`config.mk`:
```
export PLATFORM = sky130hd
export DESIGN_NAME = csr_core
export DESIGN_NICKNAME = d
export VERILOG_FILES = /design/src/csr_pkg.sv /design/src/csr_alu_if.sv /design/src/csr_alu.sv /design/src/csr_dmem.sv /design/src/csr_core.sv
export VERILOG_INCLUDE_DIRS = /design/src /design/src/src
export SDC_FILE = /design/constraint.sdc
export NUM_CORES = 2
export LEC_CHECK = 0
export ABC_AREA = 1
export BUFFER_PORTS_ARGS = -buffer_cell sky130_fd_sc_hd__buf_2
export CORE_AREA = 2 2 793 479
export CTS_CLUSTER_DIAMETER = 30
export DETAILED_ROUTE_END_ITERATION = 10
export DIE_AREA = 0 0 795 481
export PLACE_DENSITY = 0.53
export SLEW_MARGIN = 40
export SYNTH_ARGS = -nofsm -noshare
export SYNTH_HDL_FRONTEND = slang
export SYNTH_HIERARCHICAL = 1
export SYNTH_SLANG_ARGS = --single-unit
```
`constraint.sdc`:
```
create_clock -name i_clk -period 9.9 [get_ports i_clk]
set_clock_uncertainty 0.05 [all_clocks]
set_input_delay 1.98 -clock i_clk [delete_from_list [all_inputs] [get_ports i_clk]]
set_output_delay 1.98 -clock i_clk [all_outputs]
set_load 0.01 [all_outputs]
```
`src/csr_params.svh`:
```
// Constants of the core special-function register block.
// Assumes an 8-bit data path and a 16-bit program word.
`ifndef CSR_PARAMS_SVH
`define CSR_PARAMS_SVH

// Special register addresses in bank 0
`define CSR_ADDR_PORT_A  8'h00
`define CSR_ADDR_PTR_A   8'h01
`define CSR_ADDR_PORT_B  8'h02
`define CSR_ADDR_PTR_B   8'h03
`define CSR_ADDR_BANK    8'h04
`define CSR_ADDR_WORK    8'h05
`define CSR_ADDR_PCL     8'h06
`define CSR_ADDR_TBL_LO  8'h07
`define CSR_ADDR_TBL_UP  8'h08
`define CSR_ADDR_TBL_HI  8'h09
`define CSR_ADDR_FLAGS   8'h0A

// Bank codes and read values
`define CSR_BANK_RST     2'h0
`define CSR_BANK_RSVD    2'h3
`define CSR_UNUSED_RD    8'h00

// Flag register field positions
`define CSR_FLG_C        0
`define CSR_FLG_AC       1
`define CSR_FLG_Z        2
`define CSR_FLG_OV       3
`define CSR_FLG_SLEEP    4
`define CSR_FLG_WDT      5

`endif

```
`src/csr_pkg.sv`:
```
// Types shared by the core special-function register block.
// Assumes the CPU sequencer drives csr_op_e codes.
package csr_pkg;
    // Operations the working-register datapath performs
    typedef enum logic [3:0] {
        CSR_OP_PASS,
        CSR_OP_ADD,
        CSR_OP_ADC,
        CSR_OP_SUB,
        CSR_OP_SBC,
        CSR_OP_AND,
        CSR_OP_OR,
        CSR_OP_XOR,
        CSR_OP_RLC,
        CSR_OP_RRC
    } csr_op_e;
endpackage

```
`src/csr_alu_if.sv`:
```
// Operand and flag bundle between the core and its ALU.
// Assumes purely combinational use inside one clock domain.
interface csr_alu_if;
    import csr_pkg::*;
    csr_op_e    op;
    logic [7:0] a;
    logic [7:0] b;
    logic       cin;
    logic [7:0] res;
    logic       c;
    logic       ac;
    logic       z;
    logic       ov;
    logic       upd_c;
    logic       upd_ac;
    logic       upd_z;
    logic       upd_ov;
    modport alu  (input op, a, b, cin, output res, c, ac, z, ov, upd_c, upd_ac, upd_z, upd_ov);
    modport core (output op, a, b, cin, input res, c, ac, z, ov, upd_c, upd_ac, upd_z, upd_ov);
endinterface

```
`src/csr_alu.sv`:
```
// Combinational ALU producing a result and the four arithmetic flags.
// Assumes the core registers both result and flags.
module csr_alu
    import csr_pkg::*;
(
    csr_alu_if.alu alu
);
    logic [7:0] bx;
    logic       ci;
    logic       sub_op;
    logic [4:0] lo;
    logic [7:0] s7;
    logic [8:0] sum;

    ////////////////////////////////////////////////////////////////////////
    // Subtract is add of the inverted operand, so carry means no borrow
    always_comb begin
        sub_op = (alu.op == CSR_OP_SUB) || (alu.op == CSR_OP_SBC);
        bx     = sub_op ? ~alu.b : alu.b;
        ci     = (alu.op == CSR_OP_ADD) ? 1'b0 : (alu.op == CSR_OP_SUB) ? 1'b1 : alu.cin;
        lo     = {1'b0, alu.a[3:0]} + {1'b0, bx[3:0]} + {4'h0, ci};
        s7     = {1'b0, alu.a[6:0]} + {1'b0, bx[6:0]} + {7'h00, ci};
        sum    = {1'b0, alu.a} + {1'b0, bx} + {8'h00, ci};
        alu.res    = alu.b;
        alu.c      = 1'b0;
        alu.ac     = 1'b0;
        alu.ov     = 1'b0;
        alu.upd_c  = 1'b0;
        alu.upd_ac = 1'b0;
        alu.upd_z  = 1'b0;
        alu.upd_ov = 1'b0;
        unique case (alu.op)
            CSR_OP_ADD, CSR_OP_ADC, CSR_OP_SUB, CSR_OP_SBC: begin
                alu.res    = sum[7:0];
                alu.c      = sum[8];
                alu.ac     = lo[4];
                alu.ov     = s7[7] ^ sum[8];
                alu.upd_c  = 1'b1;
                alu.upd_ac = 1'b1;
                alu.upd_z  = 1'b1;
                alu.upd_ov = 1'b1;
            end
            CSR_OP_AND: begin
                alu.res   = alu.a & alu.b;
                alu.upd_z = 1'b1;
            end
            CSR_OP_OR: begin
                alu.res   = alu.a | alu.b;
                alu.upd_z = 1'b1;
            end
            CSR_OP_XOR: begin
                alu.res   = alu.a ^ alu.b;
                alu.upd_z = 1'b1;
            end
            CSR_OP_RLC: begin
                alu.res   = {alu.a[6:0], alu.cin};
                alu.c     = alu.a[7];
                alu.upd_c = 1'b1;
            end
            CSR_OP_RRC: begin
                alu.res   = {alu.cin, alu.a[7:1]};
                alu.c     = alu.a[0];
                alu.upd_c = 1'b1;
            end
            CSR_OP_PASS: begin
                alu.res = alu.b;
            end
        endcase
        alu.z = (alu.res == 8'h00);
    end
endmodule

```
`src/csr_dmem.sv`:
```
// General-purpose upper halves of the data-memory banks.
// Assumes the core filters reserved banks; read is combinational.
module csr_dmem #(
    parameter int DEPTH = 128,
    parameter int BANKS = 3
) (
    input  wire logic       i_clk,
    input  wire logic       i_wr,
    input  wire logic [1:0] i_bank,
    input  wire logic [6:0] i_idx,
    input  wire logic [7:0] i_wdata,
    output logic      [7:0] o_rdata
);
    logic [7:0] mem [BANKS*DEPTH];
    int         slot;

    // Bank-major placement; banks at or above BANKS read as zero
    always_comb begin
        slot    = int'(i_bank) * DEPTH + int'(i_idx);
        o_rdata = (int'(i_bank) < BANKS) ? mem[slot] : 8'h00;
    end

    // Write port
    always_ff @(posedge i_clk) begin
        if (i_wr && (int'(i_bank) < BANKS)) begin
            mem[slot] <= i_wdata;
        end
    end
endmodule

```
`src/csr_core.sv`:
```
// Core special registers: indirect ports, bank select, flags, table read.
// Assumes a CPU sequencer issuing one-cycle requests on i_clk.
`include "csr_params.svh"

module csr_core
    import csr_pkg::*;
#(
    parameter int PC_W = 13
) (
    input  wire logic            i_clk,
    input  wire logic            i_rst_n,
    input  wire logic            i_soft_rst,
    input  wire logic            i_soft_rst_wdt_lp,
    input  wire logic            i_mem_rd,
    input  wire logic            i_mem_wr,
    input  wire logic [7:0]      i_mem_addr,
    output logic      [7:0]      o_mem_rdata,
    output logic                 o_mem_rvalid,
    input  wire logic            i_alu_go,
    input  wire csr_op_e         i_alu_op,
    input  wire logic [7:0]      i_alu_b,
    output logic      [7:0]      o_working_reg,
    output logic      [7:0]      o_flags,
    input  wire logic [PC_W-1:0] i_pc,
    output logic                 o_pc_load,
    output logic      [PC_W-1:0] o_pc_target,
    output logic                 o_dummy_cycle,
    input  wire logic            i_tbl_rd,
    output logic                 o_prog_rd,
    output logic      [15:0]     o_prog_addr,
    input  wire logic            i_prog_valid,
    input  wire logic [15:0]     i_prog_data,
    output logic      [7:0]      o_tbl_low,
    output logic                 o_tbl_low_valid,
    input  wire logic            i_wdt_timeout,
    input  wire logic            i_watchdog_kick_instr,
    input  wire logic            i_halt
);

    ////////////////////////////////////////////////////////////////////////
    // State record

    typedef struct packed {
        logic [7:0]      mem_pointer_a;
        logic [7:0]      mem_pointer_b;
        logic [1:0]      bank_select_bits;
        logic [7:0]      working_reg;
        logic [7:0]      table_pointer_low;
        logic [7:0]      table_pointer_high;
        logic [7:0]      table_read_upper;
        logic            carry_flag;
        logic            nibble_out_flag;
        logic            zero_flag;
        logic            twos_complement_wrap_flag;
        logic            sleep_entered_flag;
        logic            wdt_expired_flag;
        logic [7:0]      rdata;
        logic            rvalid;
        logic            pc_load;
        logic [PC_W-1:0] pc_target;
        logic            dummy;
        logic            prog_rd;
        logic [15:0]     prog_addr;
        logic [7:0]      tbl_low;
        logic            tbl_low_vld;
    } csr_core_s;

    csr_core_s  st_ff;
    csr_core_s  nxt_st;

    logic [1:0] eff_bank;
    logic [7:0] eff_idx;
    logic       eff_gp;
    logic       eff_sfr;
    logic [7:0] sfr_rd;
    logic [7:0] flag_view;
    logic [7:0] bank_view;
    logic [7:0] ram_rdata;
    logic       ram_wr;

    csr_alu_if alu_bus ();

    ////////////////////////////////////////////////////////////////////////
    // Submodules

    csr_alu u_alu (
        .alu (alu_bus.alu)
    );

    csr_dmem #(
        .DEPTH (128),
        .BANKS (3)
    ) u_dmem (
        .i_clk   (i_clk),
        .i_wr    (ram_wr),
        .i_bank  (eff_bank),
        .i_idx   (eff_idx[6:0]),
        .i_wdata (st_ff.working_reg),
        .o_rdata (ram_rdata)
    );

    // ALU always works on the working register
    always_comb begin
        alu_bus.op  = i_alu_op;
        alu_bus.a   = st_ff.working_reg;
        alu_bus.b   = i_alu_b;
        alu_bus.cin = st_ff.carry_flag;
    end

    ////////////////////////////////////////////////////////////////////////
    // Address resolution

    // Port registers redirect through their pointers
    always_comb begin
        unique case (i_mem_addr)
            `CSR_ADDR_PORT_A: begin
                eff_bank = `CSR_BANK_RST;
                eff_idx  = st_ff.mem_pointer_a;
            end
            `CSR_ADDR_PORT_B: begin
                eff_bank = st_ff.bank_select_bits;
                eff_idx  = st_ff.mem_pointer_b;
            end
            default: begin
                eff_bank = `CSR_BANK_RST;
                eff_idx  = i_mem_addr;
            end
        endcase
        eff_gp  = eff_idx[7] && (eff_bank != `CSR_BANK_RSVD);
        eff_sfr = !eff_idx[7] && (eff_bank == `CSR_BANK_RST);
        ram_wr  = i_mem_wr && eff_gp;
    end

    // Register views
    always_comb begin
        flag_view                 = 8'h00;
        flag_view[`CSR_FLG_C]     = st_ff.carry_flag;
        flag_view[`CSR_FLG_AC]    = st_ff.nibble_out_flag;
        flag_view[`CSR_FLG_Z]     = st_ff.zero_flag;
        flag_view[`CSR_FLG_OV]    = st_ff.twos_complement_wrap_flag;
        flag_view[`CSR_FLG_SLEEP] = st_ff.sleep_entered_flag;
        flag_view[`CSR_FLG_WDT]   = st_ff.wdt_expired_flag;
        bank_view                 = {6'h00, st_ff.bank_select_bits};
    end

    // Special register read decode
    always_comb begin
        unique case (eff_idx)
            `CSR_ADDR_PTR_A:  sfr_rd = st_ff.mem_pointer_a;
            `CSR_ADDR_PTR_B:  sfr_rd = st_ff.mem_pointer_b;
            `CSR_ADDR_BANK:   sfr_rd = bank_view;
            `CSR_ADDR_WORK:   sfr_rd = st_ff.working_reg;
            `CSR_ADDR_PCL:    sfr_rd = i_pc[7:0];
            `CSR_ADDR_TBL_LO: sfr_rd = st_ff.table_pointer_low;
            `CSR_ADDR_TBL_UP: sfr_rd = st_ff.table_read_upper;
            `CSR_ADDR_TBL_HI: sfr_rd = st_ff.table_pointer_high;
            `CSR_ADDR_FLAGS:  sfr_rd = flag_view;
            default:          sfr_rd = `CSR_UNUSED_RD;
        endcase
    end

    ////////////////////////////////////////////////////////////////////////
    // Next state

    always_comb begin
        nxt_st             = st_ff;
        nxt_st.rvalid      = i_mem_rd;
        nxt_st.pc_load     = 1'b0;
        nxt_st.dummy       = st_ff.pc_load;
        nxt_st.prog_rd     = 1'b0;
        nxt_st.tbl_low_vld = 1'b0;

        // Read data: memory, special register or zero
        if (i_mem_rd) begin
            if (eff_gp) begin
                nxt_st.rdata = ram_rdata;
            end else if (eff_sfr) begin
                nxt_st.rdata = sfr_rd;
            end else begin
                nxt_st.rdata = `CSR_UNUSED_RD;
            end
        end

        // Special register writes, data always from working register
        if (i_mem_wr && eff_sfr) begin
            unique case (eff_idx)
                `CSR_ADDR_PTR_A:  nxt_st.mem_pointer_a = st_ff.working_reg;
                `CSR_ADDR_PTR_B:  nxt_st.mem_pointer_b = st_ff.working_reg;
                `CSR_ADDR_BANK:   nxt_st.bank_select_bits = st_ff.working_reg[1:0];
                `CSR_ADDR_TBL_LO: nxt_st.table_pointer_low = st_ff.working_reg;
                `CSR_ADDR_TBL_HI: nxt_st.table_pointer_high = st_ff.working_reg;
                `CSR_ADDR_PCL: begin
                    nxt_st.pc_load   = 1'b1;
                    nxt_st.pc_target = {i_pc[PC_W-1:8], st_ff.working_reg};
                end
                `CSR_ADDR_FLAGS: begin
                    nxt_st.carry_flag                = st_ff.working_reg[`CSR_FLG_C];
                    nxt_st.nibble_out_flag           = st_ff.working_reg[`CSR_FLG_AC];
                    nxt_st.zero_flag                 = st_ff.working_reg[`CSR_FLG_Z];
                    nxt_st.twos_complement_wrap_flag = st_ff.working_reg[`CSR_FLG_OV];
                end
                default: begin
                    nxt_st.rdata = nxt_st.rdata;
                end
            endcase
        end

        // ALU results land in the working register only
        if (i_alu_go) begin
            nxt_st.working_reg = alu_bus.res;
            if (alu_bus.upd_c) begin
                nxt_st.carry_flag = alu_bus.c;
            end
            if (alu_bus.upd_ac) begin
                nxt_st.nibble_out_flag = alu_bus.ac;
            end
            if (alu_bus.upd_z) begin
                nxt_st.zero_flag = alu_bus.z;
            end
            if (alu_bus.upd_ov) begin
                nxt_st.twos_complement_wrap_flag = alu_bus.ov;
            end
        end

        // Table read request and returned word
        if (i_tbl_rd) begin
            nxt_st.prog_rd   = 1'b1;
            nxt_st.prog_addr = {st_ff.table_pointer_high, st_ff.table_pointer_low};
        end
        if (i_prog_valid) begin
            nxt_st.table_read_upper = i_prog_data[15:8];
            nxt_st.tbl_low          = i_prog_data[7:0];
            nxt_st.tbl_low_vld      = 1'b1;
        end

        // System flags; status has no stack path on calls
        if (i_watchdog_kick_instr) begin
            nxt_st.sleep_entered_flag = 1'b0;
            nxt_st.wdt_expired_flag   = 1'b0;
        end
        if (i_halt) begin
            nxt_st.sleep_entered_flag = 1'b1;
            nxt_st.wdt_expired_flag   = 1'b0;
        end
        if (i_wdt_timeout) begin
            nxt_st.wdt_expired_flag = 1'b1;
        end

        // Non-power-up reset returns bank 0 unless low-power watchdog
        if (i_soft_rst && !i_soft_rst_wdt_lp) begin
            nxt_st.bank_select_bits = `CSR_BANK_RST;
        end
    end

    // State register; power-up clears everything
    always_ff @(posedge i_clk or negedge i_rst_n) begin
        if (!i_rst_n) begin
            st_ff <= '0;
        end else begin
            st_ff <= nxt_st;
        end
    end

    ////////////////////////////////////////////////////////////////////////
    // Outputs

    assign o_mem_rdata     = st_ff.rdata;
    assign o_mem_rvalid    = st_ff.rvalid;
    assign o_working_reg   = st_ff.working_reg;
    assign o_flags         = flag_view;
    assign o_pc_load       = st_ff.pc_load;
    assign o_pc_target     = st_ff.pc_target;
    assign o_dummy_cycle   = st_ff.dummy;
    assign o_prog_rd       = st_ff.prog_rd;
    assign o_prog_addr     = st_ff.prog_addr;
    assign o_tbl_low       = st_ff.tbl_low;
    assign o_tbl_low_valid = st_ff.tbl_low_vld;

    logic [8:0] chk_sum;
    assign chk_sum = {1'b0, st_ff.working_reg} + {1'b0, i_alu_b};
endmodule

```
==> flow_metrics.tcl <==
set metrics [dict create \
    status "complete, no violations" \
    numCtsBuffers 452 \
    cts.sinks 3178 \
    cpMostUsedCell "nand2_1" \
    tightest_slew_ns 0.955 \
    ys_ff_latch 3178 \
    max_stage_delay_ns 0.63 \
    insertion_delay_ns 0.94 \
    area_growth_pct 17.1 \
    p_comb_share_pct 11.1 \
    regMostFlops "u_dmem/mem" \
    cap_violations 0 \
    hold_violations 0 \
    grt_pass1_vias 81986 \
    leakagePower_nw 58.1 \
    drive_gt1_share_pct 11.2 \
    drcViolationCount 0 \
    fin_setup_tns_ns 0 \
    gp_congestion 0.860 \
    cts_tree "yes" \
    yosys_warnings 6 \
    cp_num_buf_inv 6 \
    grt_max_degree 155 \
    die_h_um 481 \
    hp-class "flop to flop" \
    r2r-start "st_ff[90]" \
    grtUsageTotal_pct 21.5 \
    cts-root-buf "clkbuf_16" \
    post-cts-setup-buffers 0 \
    clkTransAtPathRegs_ns 0.06 \
    crit_path_end_kind "flop" \
    fmax_mhz 147 \
    finalSetupViolCount 0 \
    cp_top_family "simple AND/OR/NAND/NOR gates" \
    die_w_um 795 \
    arrival_ns 7.64 \
    ys_types 44 \
    synth_cells 11934 \
    pwr-share-clk_pct 44.5 \
    syn_avg_cell_area_um2 11.0 \
    drtAntennaViolNets 0 \
    hold_start "o_pc_load" \
    startpoint_type "input pin" \
    sequentialPowerShare_pct 44.4 \
    via_per_inst 5.10 \
    utilization_pct 40.8 \
    seq_area_frac_synth_pct 72.4 \
    rsz0062_at_grt "false" \
    crit_type "input pin to flop" \
    ir_drop_v 0.000243 \
    start_util_pct 34.8 \
    period_share_pct 68.8 \
    crit_fanout 70 \
    portBuffers 124 \
    drtIter0Drc 10829 \
    io_pins 127 \
    syn_area_um2 131000 \
    core_um2 376000 \
    wl_mm 423 \
    grt_pass1_wl_mm 605 \
    wl_per_cell_um 24.2 \
    dieArea_um2 382000 \
    p_int_mw 27.8 \
    rows 175 \
    num_vias 89148 \
    globalRouteOverflowTotal 0 \
    hold_buffers 0 \
    largest_reg_flops 3072 \
    maxSlewHeadroom_pct 35.7 \
    slowest_stage "buf_4" \
    antenna_found_initial 19 \
    h-tree-depth 5 \
    switching_power_mw 10.3 \
    worstSetupStartpoint "i_mem_addr[7]" \
    cts_resized 0 \
    switching_share_pct 27.0 \
    hpwl_mm 246 \
    final_nets 12125 \
    clockBufferDepth 4 \
    worst_ep_required_time_ns 10.72 \
    power.density_nw_per_um2 248 \
    final.min_clock_period_ns 6.82 \
    dr.pass1.iters 5 \
    final_max_slew_viol_count 0 \
]
==> synthesized netlist by cell type <==
master / number / area [um2]
nand3b_1: 3 / 22.5
conb_1: 1 / 3.75
o21ai_1: 65 / 325
edfxtp_1: 3072 / 92200
a21oi_1: 122 / 611
fa_1: 2 / 40.0
nand2_2: 12 / 75.1
buf_2: 324 / 1620
and3_1: 1 / 6.26
a211oi_1: 2 / 15.0
o22ai_1: 1 / 6.26
nor2_2: 9 / 56.3
o211a_1: 1 / 10.0
inv_2: 10 / 37.5
buf_4: 80 / 601
or2_2: 1 / 6.26
o21a_1: 19 / 143
o21ai_2: 1 / 8.76
mux2_1: 3 / 33.8
dfrtp_1: 106 / 2650
ha_1: 24 / 300
o21ai_0: 130 / 651
nor2_4: 15 / 169
buf_1: 46 / 173
clkbuf_1: 211 / 792
o211ai_1: 11 / 82.6
nor2_8: 2 / 40.0
o21bai_1: 1 / 7.51
a21boi_0: 1 / 7.51
nand4_1: 168 / 1050
o22ai_2: 1 / 12.5
nor2_1: 828 / 3110
a22oi_1: 108 / 811
mux2_2: 16 / 180
inv_1: 122 / 458
nand3_2: 4 / 40.0
nor3_2: 1 / 10.0
buf_6: 7 / 78.8
nand2_1: 6017 / 22600
nand3_1: 367 / 1840
nand2_4: 2 / 22.5
nor3_1: 5 / 25.0
clkinv_1: 2 / 7.51
xor2_1: 10 / 87.6
==> cells by family (layout without fill, tap and decap cells) <==
kind of cell               Yosys count  count (layout)  synth area share (%)
and+or+nand+nor                   7435            7435                  22.2
DFF                               3178            3178                  72.4
buffers and inverters              802            1286                  2.88
AOI/OAI and AO/OA                  463             463                  2.05
adders and majority gates           26              26                 0.260
muxes                               19              19                 0.163
xor gates and xnor gates            10              10                0.0668
other                                1               8               0.00286
==> through the flow <==
stage,cells,setup slack (ns),total power [mW],hold WS [ns],area (um2)
2_1_floorplan,11935,2.46,19.7,0.366,131000
5_1_grt,17465,2.81,39.1,0.355,153000
3_3_place_gp,16623,1.91,21.3,0.311,137000
6_report,17469,3.08,38.1,0.330,153000
3_5_place_dp,16626,2.27,21.4,0.317,137000
4_1_cts,17461,3.26,38.2,0.332,153000
==> cell type report <==
type / instances / area [um2]
fill: 35988 / 223000
antenna: 6 / 15.0
timing repair buffer: 317 / 2660
clock buffer: 499 / 11600
clock inverter: 336 / 4250
sequential: 3178 / 94900
multi-input combinational: 7955 / 33100
tap: 5044 / 6310
inverter: 134 / 533
==> power by group through the flow <==
stage / clock network (mW) / registers [mW] / logic (mW)
2_1_floorplan: 0 / 18.5 / 1.11
3_3_place_gp: 0 / 17.2 / 4.12
3_5_place_dp: 0 / 17.2 / 4.20
4_1_cts: 17.1 / 16.9 / 4.20
5_1_grt: 17.7 / 16.9 / 4.53
6_report: 16.9 / 16.9 / 4.23
==> routing by layer <==
| metal | wire, um | track usage (%) | part of all wire, % | vias to the layer above |
|---|---|---|---|---|
| met5 | 82 | 0 | 0.019 | - |
| met4 | 8070 | 4.19 | 1.9 | 2 |
| met3 | 47200 | 5.45 | 11 | 516 |
| met2 | 170000 | 29.5 | 40 | 4189 |
| met1 | 198000 | 33.9 | 47 | 44067 |
| li1 | - | - | - | 40374 |
==> placed cells by master (no fill, tap or decap), drive strengths merged <==
| master | netlist | routed |
|---|---|---|
| o211ai | 11 | 11 |
| nand4 | 168 | 168 |
| a21oi | 122 | 122 |
| o22ai | 2 | 2 |
| a211oi | 2 | 2 |
| bufinv | 0 | 75 |
| ha | 24 | 24 |
| dfrtp | 106 | 106 |
| nor2 | 854 | 854 |
| clkinv | 2 | 145 |
| fa | 2 | 2 |
| o21a | 19 | 19 |
| o21ai | 196 | 196 |
| buf | 457 | 317 |
| and3 | 1 | 1 |
| a22oi | 108 | 108 |
| nand3b | 3 | 3 |
| diode | 0 | 6 |
| clkbuf | 211 | 499 |
| o21bai | 1 | 1 |
| nor3 | 6 | 6 |
| nand3 | 371 | 371 |
| conb | 1 | 2 |
| xor2 | 10 | 10 |
| or2 | 1 | 1 |
| o211a | 1 | 1 |
| nand2 | 6031 | 6031 |
| clkinvlp | 0 | 54 |
| a21boi | 1 | 1 |
| inv | 132 | 196 |
| mux2 | 19 | 19 |
| edfxtp | 3072 | 3072 |
==> path summary, 6_finish.rpt <==
path	to	slack, ns	cells past startpoint
max	o_mem_rdata[4]	3.08	28
min	o_dummy_cycle	0.33	0
max reg2reg	o_mem_rdata[4]	4.06	24
min reg2reg	o_dummy_cycle	0.33	0
max in group asynchronous	o_working_reg[2]	7.55	3
min in group asynchronous	st_ff[71]	0.88	1
==> worst reg2reg max path: stages, from the launching register on <==
cell and delay, ns:
dfrtp_1 0.44, nand3_1 0.19, nand3_4 0.33, inv_8 0.40
buf_12 0.41, buf_12 0.79, buf_4 0.54, nand2_1 0.13
nand2_1 0.07, nand2_1 0.05, nand2_1 0.10, nand2_1 0.08
nand2_1 0.10, nor2_1 0.07, nor2_1 0.09, nor2_1 0.06
nand2_1 0.12, nand2_1 0.44, nand2_1 0.20, nor2_1 0.08
a21oi_1 0.58, nand3_1 0.17, nand2_1 0.10, inv_1 0.05
a21oi_1 0.13
(Power assumes the default switching activity.)
